<file path="src/hw/fpg_pkg.sv">
package fpg_pkg;
    // ------------------------------------------------------------
    // Flash commands and status bits
    // ------------------------------------------------------------
    localparam logic [7:0] CMD_READ_ARRAY = 8'h00_FF;
    localparam logic [7:0] CMD_READ_STATUS = 8'h0070;
    localparam logic [7:0] CMD_CLEAR_STATUS = 8'h0050;
    localparam logic [7:0] CMD_PROG_SETUP = 8'h0040;
    localparam logic [7:0] CMD_ERASE_SETUP = 8'h0020;
    localparam logic [7:0] CMD_ERASE_CONFIRM = 8'h00D0;
    localparam logic [7:0] STATUS_INIT = 8'h0080;
    localparam int READY_BIT = 7;
    localparam int ERASE_FAIL_BIT = 5;
    localparam int PROGRAM_FAIL_BIT = 4;
    localparam int SUPPLY_FAULT_BIT = 3;

    // ------------------------------------------------------------
    // Controller registers (word offsets in bytes)
    // ------------------------------------------------------------
    localparam logic [3:0] OFS_CTRL = 4'h0;
    localparam logic [3:0] OFS_ADDR = 4'h4;
    localparam logic [3:0] OFS_DATA = 4'h8;
    localparam logic [3:0] OFS_STAT = 4'hC;
    localparam logic [3:0] OFS_IRQ = 4'h0;
    localparam logic [2:0] OP_READ = 3'h1;
    localparam logic [2:0] OP_PROGRAM = 3'h2;
    localparam logic [2:0] OP_ERASE = 3'h3;
    localparam logic [2:0] OP_STATUS = 3'h4;
    localparam logic [2:0] OP_CLEAR = 3'h5;
    localparam logic [2:0] OP_SLEEP = 3'h6;
    localparam logic [2:0] OP_WAKE = 3'h7;

    // ------------------------------------------------------------
    // Timing
    // ------------------------------------------------------------
    localparam int CLK_NS = 50;
    localparam int WAKEUP_ACCESS_NS = 600;
    localparam int WAKEUP_CYC = (WAKEUP_ACCESS_NS + CLK_NS - 1) / CLK_NS;
    localparam int ACCESS_NS = 150;
    localparam int ACCESS_CYC = (ACCESS_NS + CLK_NS - 1) / CLK_NS;
    localparam int STROBE_CYC = 2;
    localparam logic [4:0] WAKEUP_CNT = 5'(WAKEUP_CYC);
    localparam logic [4:0] ACCESS_CNT = 5'(ACCESS_CYC);
    localparam logic [4:0] STROBE_CNT = 5'(STROBE_CYC);
    localparam logic [4:0] POLL_GAP = 5'h0002;

    typedef enum logic [3:0] {
        ST_IDLE = 4'b0000,
        ST_WR = 4'b0001,
        ST_WR_GAP = 4'b0011,
        ST_RD = 4'b0010,
        ST_POLL = 4'b0110,
        ST_WAKE = 4'b0111,
        ST_SLEEP = 4'b0101
    } fpg_state_t;

    typedef struct packed {
        logic [16:0] addr;
        logic [7:0] dq_out;
        logic dq_oe;
        logic ce_n;
        logic we_n;
        logic oe_n;
        logic power_control_n;
    } fpg_pins_t;
endpackage

</file>
<file path="src/hw/fpg_sync.sv">
`timescale 1ns/1ps
module fpg_sync #(
    parameter int W = 8
) (
    input wire logic ref_clk,
    input wire logic reset,
    input wire logic [W-1:0] d,
    output logic [W-1:0] q
);
    logic [W-1:0] meta_r;
    always_ff @(posedge ref_clk) begin
        if (reset) begin
            meta_r <= '0;
            q <= '0;
        end else begin
            meta_r <= d;
            q <= meta_r;
        end
    end
endmodule

</file>
<file path="src/hw/fpg_host.sv">
`timescale 1ns/1ps
module fpg_host (
    input wire logic ref_clk,
    input wire logic reset,
    input wire logic [3:0] avs_address,
    input wire logic avs_read,
    input wire logic avs_write,
    input wire logic [31:0] avs_writedata,
    output logic [31:0] avs_readdata,
    output logic avs_waitrequest,
    output logic irq,
    output fpg_pkg::fpg_pins_t pins,
    input wire logic [7:0] dq_in
);
    // ------------------------------------------------------------
    // Pin input synchroniser
    // ------------------------------------------------------------
    logic [7:0] dq_s;
    fpg_sync #(.W(8)) u_sync (
        .ref_clk(ref_clk),
        .reset(reset),
        .d(dq_in),
        .q(dq_s)
    );

    // ------------------------------------------------------------
    // State
    // ------------------------------------------------------------
    fpg_pkg::fpg_state_t st_r, st_nxt;
    fpg_pkg::fpg_pins_t pin_r, pin_nxt;
    logic [4:0] cnt_r, cnt_nxt;
    logic [2:0] op_r, op_nxt;
    logic [1:0] step_r, step_nxt;
    logic [16:0] addr_r, addr_nxt;
    logic [7:0] wdata_r, wdata_nxt;
    logic [7:0] rdata_r, rdata_nxt;
    logic [7:0] fstat_r, fstat_nxt;
    logic busy_r, busy_nxt;
    logic asleep_r, asleep_nxt;
    logic first_rd_r, first_rd_nxt;
    logic fault_lock_r, fault_lock_nxt;
    logic [1:0] ev_r, ev_nxt;
    logic [1:0] mask_r, mask_nxt;
    logic [31:0] rd_r, rd_nxt;
    logic ack_r, ack_nxt;

    function automatic logic [7:0] cmd_of(input logic [2:0] op, input logic [1:0] step);
        unique case (op)
            fpg_pkg::OP_PROGRAM: cmd_of = fpg_pkg::CMD_PROG_SETUP;
            fpg_pkg::OP_ERASE: cmd_of = fpg_pkg::CMD_ERASE_SETUP;
            fpg_pkg::OP_CLEAR: cmd_of = fpg_pkg::CMD_CLEAR_STATUS;
            fpg_pkg::OP_STATUS: cmd_of = fpg_pkg::CMD_READ_STATUS;
            default: cmd_of = fpg_pkg::CMD_READ_ARRAY;
        endcase
        if (step == 2'h1 && op == fpg_pkg::OP_ERASE) cmd_of = fpg_pkg::CMD_ERASE_CONFIRM;
    endfunction

    wire logic acc = (avs_read | avs_write) & ~ack_r;
    wire logic go = avs_write & ~ack_r & (avs_address == fpg_pkg::OFS_CTRL) & ~busy_r;

    always_comb begin
        st_nxt = st_r;
        pin_nxt = pin_r;
        cnt_nxt = cnt_r;
        op_nxt = op_r;
        step_nxt = step_r;
        addr_nxt = addr_r;
        wdata_nxt = wdata_r;
        rdata_nxt = rdata_r;
        fstat_nxt = fstat_r;
        busy_nxt = busy_r;
        asleep_nxt = asleep_r;
        first_rd_nxt = first_rd_r;
        fault_lock_nxt = fault_lock_r;
        ev_nxt = ev_r;
        mask_nxt = mask_r;
        ack_nxt = acc;
        rd_nxt = rd_r;
        // Register bus side
        if (avs_write && !ack_r) begin
            unique case (avs_address)
                fpg_pkg::OFS_ADDR: addr_nxt = avs_writedata[16:0];
                fpg_pkg::OFS_DATA: wdata_nxt = avs_writedata[7:0];
                fpg_pkg::OFS_STAT: mask_nxt = avs_writedata[9:8];
                default: ;
            endcase
        end
        if (avs_read && !ack_r) begin
            unique case (avs_address)
                fpg_pkg::OFS_ADDR: rd_nxt = {15'h0000, addr_r};
                fpg_pkg::OFS_DATA: rd_nxt = {24'h00_0000, rdata_r};
                fpg_pkg::OFS_STAT: begin
                    rd_nxt = {20'h0_0000, 1'b0, fault_lock_r, mask_r, fstat_r};
                    rd_nxt[13:12] = ev_r;
                    ev_nxt = 2'h0;
                end
                fpg_pkg::OFS_CTRL: rd_nxt = {27'h000_0000, asleep_r, busy_r, op_r[1:0], 1'b0};
                default: rd_nxt = 32'h0000_0000;
            endcase
        end
        // Command launch
        if (go) begin
            op_nxt = avs_writedata[2:0];
            step_nxt = 2'h0;
            busy_nxt = 1'b1;
            if ((avs_writedata[2:0] == fpg_pkg::OP_PROGRAM ||
                 avs_writedata[2:0] == fpg_pkg::OP_ERASE) && fault_lock_r) begin
                busy_nxt = 1'b0;
                ev_nxt[1] = 1'b1;
            end else if (avs_writedata[2:0] == fpg_pkg::OP_SLEEP) begin
                pin_nxt.power_control_n = 1'b0;
                fstat_nxt = fpg_pkg::STATUS_INIT;
                fault_lock_nxt = 1'b0;
                asleep_nxt = 1'b1;
                st_nxt = fpg_pkg::ST_SLEEP;
            end else if (avs_writedata[2:0] == fpg_pkg::OP_WAKE) begin
                pin_nxt.power_control_n = 1'b1;
                first_rd_nxt = asleep_r;
                asleep_nxt = 1'b0;
                cnt_nxt = 5'h00;
                st_nxt = fpg_pkg::ST_WAKE;
            end else if (asleep_r) begin
                busy_nxt = 1'b0;
                ev_nxt[1] = 1'b1;
            end else begin
                st_nxt = fpg_pkg::ST_WR;
                cnt_nxt = 5'h00;
            end
        end
        unique case (st_r)
            fpg_pkg::ST_IDLE: ;
            fpg_pkg::ST_SLEEP: begin
                busy_nxt = 1'b0;
                st_nxt = fpg_pkg::ST_IDLE;
            end
            fpg_pkg::ST_WAKE: begin
                cnt_nxt = cnt_r + 5'h01;
                if (cnt_r == fpg_pkg::STROBE_CNT) begin
                    busy_nxt = 1'b0;
                    st_nxt = fpg_pkg::ST_IDLE;
                end
            end
            fpg_pkg::ST_WR: begin
                pin_nxt.ce_n = 1'b0;
                pin_nxt.we_n = 1'b0;
                pin_nxt.oe_n = 1'b1;
                pin_nxt.dq_oe = 1'b1;
                pin_nxt.addr = addr_r;
                // two-step sequence, data as second write
                pin_nxt.dq_out = (op_r == fpg_pkg::OP_PROGRAM && step_r == 2'h1) ?
                                 wdata_r : cmd_of(op_r, step_r);
                cnt_nxt = cnt_r + 5'h01;
                if (cnt_r == fpg_pkg::STROBE_CNT) begin
                    pin_nxt.we_n = 1'b1;
                    pin_nxt.ce_n = 1'b1;
                    cnt_nxt = 5'h00;
                    st_nxt = fpg_pkg::ST_WR_GAP;
                end
            end
            fpg_pkg::ST_WR_GAP: begin
                pin_nxt.dq_oe = 1'b0;
                cnt_nxt = 5'h00;
                if ((op_r == fpg_pkg::OP_PROGRAM || op_r == fpg_pkg::OP_ERASE) &&
                    step_r == 2'h0) begin
                    step_nxt = 2'h1;
                    st_nxt = fpg_pkg::ST_WR;
                end else if (op_r == fpg_pkg::OP_CLEAR) begin
                    fault_lock_nxt = 1'b0;
                    fstat_nxt = fpg_pkg::STATUS_INIT;
                    busy_nxt = 1'b0;
                    st_nxt = fpg_pkg::ST_IDLE;
                end else begin
                    st_nxt = (op_r == fpg_pkg::OP_READ || op_r == fpg_pkg::OP_STATUS) ?
                             fpg_pkg::ST_RD : fpg_pkg::ST_POLL;
                end
            end
            fpg_pkg::ST_RD, fpg_pkg::ST_POLL: begin
                pin_nxt.ce_n = 1'b0;
                pin_nxt.oe_n = 1'b0;
                cnt_nxt = cnt_r + 5'h01;
                // first access after wake-up waits longer
                if (cnt_r == (first_rd_r ? fpg_pkg::WAKEUP_CNT : fpg_pkg::ACCESS_CNT)) begin
                    pin_nxt.ce_n = 1'b1;
                    pin_nxt.oe_n = 1'b1;
                    first_rd_nxt = 1'b0;
                    cnt_nxt = 5'h00;
                    if (st_r == fpg_pkg::ST_RD) begin
                        rdata_nxt = dq_s;
                        if (op_r == fpg_pkg::OP_STATUS) fstat_nxt = dq_s;
                        busy_nxt = 1'b0;
                        st_nxt = fpg_pkg::ST_IDLE;
                    end else if (dq_s[fpg_pkg::READY_BIT]) begin
                        fstat_nxt = dq_s;
                        if (dq_s[fpg_pkg::SUPPLY_FAULT_BIT]) fault_lock_nxt = 1'b1;
                        ev_nxt[0] = 1'b1;
                        if (|dq_s[fpg_pkg::ERASE_FAIL_BIT:fpg_pkg::SUPPLY_FAULT_BIT])
                            ev_nxt[1] = 1'b1;
                        op_nxt = fpg_pkg::OP_READ;
                        step_nxt = 2'h1;
                        st_nxt = fpg_pkg::ST_WR;
                    end
                end
            end
            default: st_nxt = fpg_pkg::ST_IDLE;
        endcase
        // read array write leaves busy once issued
        if (st_r == fpg_pkg::ST_WR_GAP && op_r == fpg_pkg::OP_READ && step_r == 2'h1) begin
            busy_nxt = 1'b0;
            st_nxt = fpg_pkg::ST_IDLE;
        end
    end

    always_ff @(posedge ref_clk) begin
        if (reset) begin
            st_r <= fpg_pkg::ST_IDLE;
            pin_r <= '{addr: 17'h0_0000, dq_out: 8'h00, dq_oe: 1'b0, ce_n: 1'b1,
                       we_n: 1'b1, oe_n: 1'b1, power_control_n: 1'b0};
            cnt_r <= 5'h00;
            op_r <= 3'h0;
            step_r <= 2'h0;
            addr_r <= 17'h0_0000;
            wdata_r <= 8'h00;
            rdata_r <= 8'h00;
            fstat_r <= fpg_pkg::STATUS_INIT;
            busy_r <= 1'b0;
            asleep_r <= 1'b1;
            first_rd_r <= 1'b0;
            fault_lock_r <= 1'b0;
            ev_r <= 2'h0;
            mask_r <= 2'h0;
            rd_r <= 32'h0000_0000;
            ack_r <= 1'b0;
        end else begin
            st_r <= st_nxt;
            pin_r <= pin_nxt;
            cnt_r <= cnt_nxt;
            op_r <= op_nxt;
            step_r <= step_nxt;
            addr_r <= addr_nxt;
            wdata_r <= wdata_nxt;
            rdata_r <= rdata_nxt;
            fstat_r <= fstat_nxt;
            busy_r <= busy_nxt;
            asleep_r <= asleep_nxt;
            first_rd_r <= first_rd_nxt;
            fault_lock_r <= fault_lock_nxt;
            ev_r <= ev_nxt;
            mask_r <= mask_nxt;
            rd_r <= rd_nxt;
            ack_r <= ack_nxt;
        end
    end

    assign pins = pin_r;
    assign avs_readdata = rd_r;
    assign avs_waitrequest = ~ack_r;
    assign irq = |(ev_r & mask_r);

    // ------------------------------------------------------------
    // Checks
    // ------------------------------------------------------------
    // strobe only with select
    strobe_select_a: assert property (@(posedge ref_clk) disable iff (reset)
        !pins.we_n |-> !pins.ce_n) else $error("write strobe without chip select");
    sleep_quiet_a: assert property (@(posedge ref_clk) disable iff (reset)
        !pins.power_control_n |-> pins.ce_n && pins.we_n) else $error("bus active in sleep");
    lock_refuse_a: assert property (@(posedge ref_clk) disable iff (reset)
        (fault_lock_r && st_r == fpg_pkg::ST_IDLE) |=> !(st_r == fpg_pkg::ST_WR &&
        (op_r == fpg_pkg::OP_PROGRAM || op_r == fpg_pkg::OP_ERASE) && step_r == 2'h0))
        else $error("program started while locked");
    sleep_status_a: assert property (@(posedge ref_clk) disable iff (reset)
        $fell(pins.power_control_n) |-> fstat_r == fpg_pkg::STATUS_INIT)
        else $error("status not reset on sleep");
    wake_read_a: assert property (@(posedge ref_clk) disable iff (reset)
        (st_r == fpg_pkg::ST_RD && first_rd_r && $fell(pins.oe_n)) |->
        !pins.oe_n [*8]) else $error("wake-up read too short");
endmodule

</file>
<file path="config.mk">
export PLATFORM = sky130hd
export DESIGN_NAME = fpg_host
export DESIGN_NICKNAME = d
export VERILOG_FILES = /design/src/hw/fpg_pkg.sv /design/src/hw/fpg_sync.sv /design/src/hw/fpg_host.sv
export SDC_FILE = /design/constraint.sdc
export NUM_CORES = 1
export LEC_CHECK = 0
export ABC_AREA = 1
export BUFFER_PORTS_ARGS = -buffer_cell sky130_fd_sc_hd__buf_2
export CORE_ASPECT_RATIO = 0.8
export CORE_MARGIN = 2
export CORE_UTILIZATION = 35
export DETAILED_ROUTE_END_ITERATION = 7
export SYNTH_ARGS = -nofsm -noshare
export SYNTH_HDL_FRONTEND = slang
export SYNTH_HIERARCHICAL = 1
export SYNTH_SLANG_ARGS = --single-unit
</file>
<file path="constraint.sdc">
create_clock -name ref_clk -period 1.2 [get_ports ref_clk]
set_input_delay 0.06 -clock ref_clk [delete_from_list [all_inputs] [get_ports ref_clk]]
set_output_delay 0.06 -clock ref_clk [all_outputs]
set_load 0.03 [all_outputs]
</file>
==> reports/metrics.sh <==
NET_SWITCHING_SHARE_OF_THE_TOTAL_POWER_PCT=24.7
TOTAL_ROUTED_LENGTH_UM=16400
CLK_PATH_BUF_DEPTH=2
GRT.MET1_USAGE_PCT=29.2
BUSIEST_LAYER='met2'
ANTENNA_CELLS=0
CHIPHEIGHT_UM=115
GRT-OVFL-TOTAL=0
CLOCK-ROOT-BUFFER='clkbuf_16'
WORSTPATHCELLLIST='inv_2, nand2_2, nor2_4, buf_6, nand3_4, nor2_4, nor2_4, and2_1, a21oi_1'
DPL_WORST_SLACK_PS=-284
HALF_PERIMETER_WIRE_LENGTH_OF_THE_DETAILED_PLACEMENT_RESULT_UM=11300
SEQUENTIALPOWERSHARE_PCT=41.1
POWER.SWITCHING_mW=2.58
WORST_HOLD_PATH_STARTPOINT='reset'
DETAIL_ROUTE.WL_PER_CELL_UM=13.9
FINAL_MIN_PERIOD_OVER_CLOCK_PERIOD_PCT=121
CRITPATHTOPFAMILY='simple AND/OR/NAND/NOR gates'
TOP_LEVEL_PINS=112
DRIVE_ABOVE_1_SHARE_PCT=35.3
TIMING.CRITICAL_PATH.SLOWEST_CELL_DELAY_PS=340
HOLD-PATH-ENDPOINT='cnt_r[3]'
CRITICAL_PATH_REQUIRED_PS=1540
GRT_PASS1_VIAS=5282
SYNTH_TOP_CELL_AREA_SHARE_PCT=46.9
HOLD_VIOL=0
CELL_INTERNAL_PWR_mW=7.88
YOSYS_MOST_USED_DFF='dfxtp_1'
FIN_TOTAL_PWR_mW=10.5
GRT_USE_MET2_PCT=31.3
POST_SYNTH_INSTANCE_AREA_UM2=5430
SYN2LAYOUT_AREA_GROWTH_PCT=51.6
PIN_COUNT_OF_THE_BIGGEST_NET_ENTERING_GLOBAL_ROUTING=47
TIMING.SETUP.CRITICAL_PATH_CLASS='reg2reg'
END_KIND='flip-flop'
SYNTH_COMMON_CELLS='164 x nand2_1, 127 x dfxtp_1, 97 x inv_1'
PATH_COMMON_CELL='nor2_4'
PWR-SHARE-CLK_PCT=52.4
POSTLAYOUTCOREUTIL_PCT=54.6
WORST-PATH-BUF-INV=2
TRITONCTS='yes'
PERIOD_MINUS_SLACK_PS=1450
NUMBER_OF_BUFFERS_INSERTED_DURING_CLOCK_TREE_SYNTHESIS=17
SYNTH_EDF_COUNT=0
MAX_CLOCK_FREQ_GHz=0.689
COMB_POWER_SHARE_PCT=6.5
FINAL.HOLD.WORST_SLACK_PS=8.44
R2R-END='fstat_r[1]'
FINALNETCOUNT=1010
FINALNONFILLERCELLS=1183
ROUTE.DETAILED.VIAS_PER_INST=4.67
CORE_AREA_UM2=15100
ASYNC_FLOP_SHARE_PCT=0
TOTAL_NUMBER_OF_PLACEMENT_ROWS=40
NUMBER_OF_DRC_VIOLATIONS_AFTER_DETAILED_ROUTING=0
ROUTED-VIA-COUNT=5527
POST_LAYOUT_WORST_SETUP_MARGIN_PS=-251
TNS_PS=-8890
FIN_WORST_SKEW_PS=7.80
CP_DATA_ARRIVAL_TIME_PS=1790
ROUTE.ANTENNA.REMAINING_NETS=0
RESULT_OF_THE_RUN='complete, but fails checks'
COUNT_OF_PINS_OVER_THEIR_SLEW_LIMIT=0
SYNTH.TOP_CELLS.BY_AREA='dfxtp_1 47%, nand2_1 11%, a21oi_1 8.5%'
DRT_ITER0_DRC=320
VIOLATIONS='negative setup slack'
FIRSTDRTPASSITERS=5
START_UTIL_PCT=36.0
CLKTRANSATPATHREGS_PS=70
SYNTHESIS.INSTANCES=751
REG2REG_SETUP_SLACK_PS=-250
WORST_IR_DROP_VDD_mV=1.06
POWER_PER_CELL_AREA_nW_PER_UM2=1270
FINAL_AREA_UM2=8230
WORST_PATH_MAX_DELAY_CELL='dfxtp_2'
IO_BUFFERS=81
REG2REGPATHDEPTH=9
FLOORPLAN.DIE_AREA_UM2=16500
SYNTHESIS_WARNINGS=6
HOLDCRITPATHCLASS='in2reg'
GRT_PASS1_WL_UM=26200
LEAKAGE_nW=3.64
HTREE_NUM_LEVELS=4
SYNTH_LARGEST_AREA_CELL='dfxtp_1'
SYNTH.DISTINCT_CELLS=37
SETUP_VIOL=62
YS_SEQ_AREA_SHARE_PCT=46.9
GLOBAL_ROUTE.USAGE.MET3_PCT=4.33
RSZ0062_AT_GRT='true'
DP_CELLS=1104
INSERTION_DELAY_TO_THE_LATER_SINK_OF_THE_WORST_SKEW_PAIR_PS=410
CLOCK_SINKS=127
PLACED_CELL_AREA_UM2=6750
GP_CONGESTION=0.853
GRT_ANTENNA_BEFORE_REPAIR=0
REGTOREGSTARTPOINT='st_r[3]'
HOLD-PATH-CELL-COUNT=3
DRV_CAP=0
WORST-PATH-MAX-FANOUT=5
YOSYS_REGISTER_BITS=127
FP.DIEW_UM=143
GLOBAL_ROUTE.USAGE.TOTAL_PCT=20.5
MOST_USED_STANDARD_CELL_BY_INSTANCE_COUNT_AFTER_SYNTHESIS='nand2_1'
MAPPED_AVG_CELL_AREA_UM2=7.22
CRITPATHLAUNCHTYPE='flip-flop'
[power by group through the flow]
stage	clock (mW)	sequential [mW]	combinational (mW)
CTS	5.56	4.31	0.664
finish	5.49	4.30	0.682
global placement	0	4.40	0.580
floorplan	0	4.42	0.346
detailed placement	0	4.40	0.582
global route	5.77	4.30	0.740
[worst max path at each step]
stage,cells past startpoint,startpoint,endpoint
finish,9,st_r[3],fstat_r[1]
global route,9,cnt_r[3],fstat_r[7]
CTS,9,st_r[3],fstat_r[2]
detailed placement,6,st_r[1],fstat_r[1]
global placement,9,avs_address[1],fstat_r[1]
floorplan,8,ack_r,cnt_r[1]
[final cells by class]
class / instances / area [um2]
Sequential cell: 127 / 2570
Timing Repair Buffer: 218 / 1700
Multi-Input combinational cell: 496 / 2670
Tap cell: 210 / 263
Fill cell: 1409 / 6840
Clock inverter: 15 / 201
Inverter: 100 / 393
Clock buffer: 17 / 425
[layout by cell type, fill, tap and decap left out, types with 3 or more instances in the layout]
cell type,instances
buf_12,5
o21ai_1,27
a21oi_2,11
nand4_1,3
a21oi_1,80
nor2_2,6
o211ai_1,4
nor2_1,52
buf_2,80
clkbuf_16,17
o2111ai_1,3
inv_8,4
buf_6,15
nor2_4,13
buf_16,4
dfxtp_4,5
inv_2,19
o22ai_1,4
dfxtp_2,7
bufinv_16,3
o21ai_0,37
buf_4,90
nand2_2,16
conb_1,16
nand3_2,11
inv_6,5
dlygate4sd3_1,23
nor3_2,3
a31oi_1,3
clkinv_4,4
nand2_4,9
dfxtp_1,115
nand2_1,141
inv_1,77
nand3_1,37
[worst register-to-register path, stage by stage, from the launching register on]
cell and delay [ps]:
dfxtp_2 340, inv_2 70, nand2_2 80, nor2_4 170, buf_6 130, nand3_4 120
nor2_4 170, nor2_4 60, and2_1 140, a21oi_1 110
[cells by family after synthesis]
logic type	after synthesis	share of synthesized area, %
AO/OA/AOI/OAI	181	17.7
XOR/XNOR	1	0.161
adder cells (fa/ha/maj)	2	0.461
buffers and inverters	143	11.4
flip-flops	127	46.9
other	1	0.0691
AND/OR/NAND/NOR	296	23.3
[state kept, by name (all words and copies together) (netlist names)]
| signal | count |
|---|---|
| fstat_r | 8 |
| busy_r | 1 |
| addr_r | 17 |
| rdata_r | 8 |
| wdata_r | 8 |
| asleep_r | 1 |
| u_sync/q | 8 |
| cnt_r | 5 |
| ack_r | 1 |
| mask_r | 2 |
| fault_lock_r | 1 |
| st_r | 4 |
| step_r | 2 |
| avs_readdata | 17 |
| ev_r | 2 |
| u_sync/meta_r | 8 |
| first_rd_r | 1 |
| op_r | 3 |
| pins | 30 |
[repair_timing]
item                                   CTS  global route
pin swaps                               29            15
gates resized for setup                100            42
hold buffers                            23             0
gates cloned                             4             0
setup buffers                           15             5
setup endpoints to repair               72            96
endpoints found under the hold margin   30             0
[routing by layer]
metal	wire length, um	up-vias
met5	0	-
met4	228	0
met3	883	20
met2	7170	148
met1	8110	2523
li1	-	2836
No activity file was read; power rests on OpenSTA's default activity.
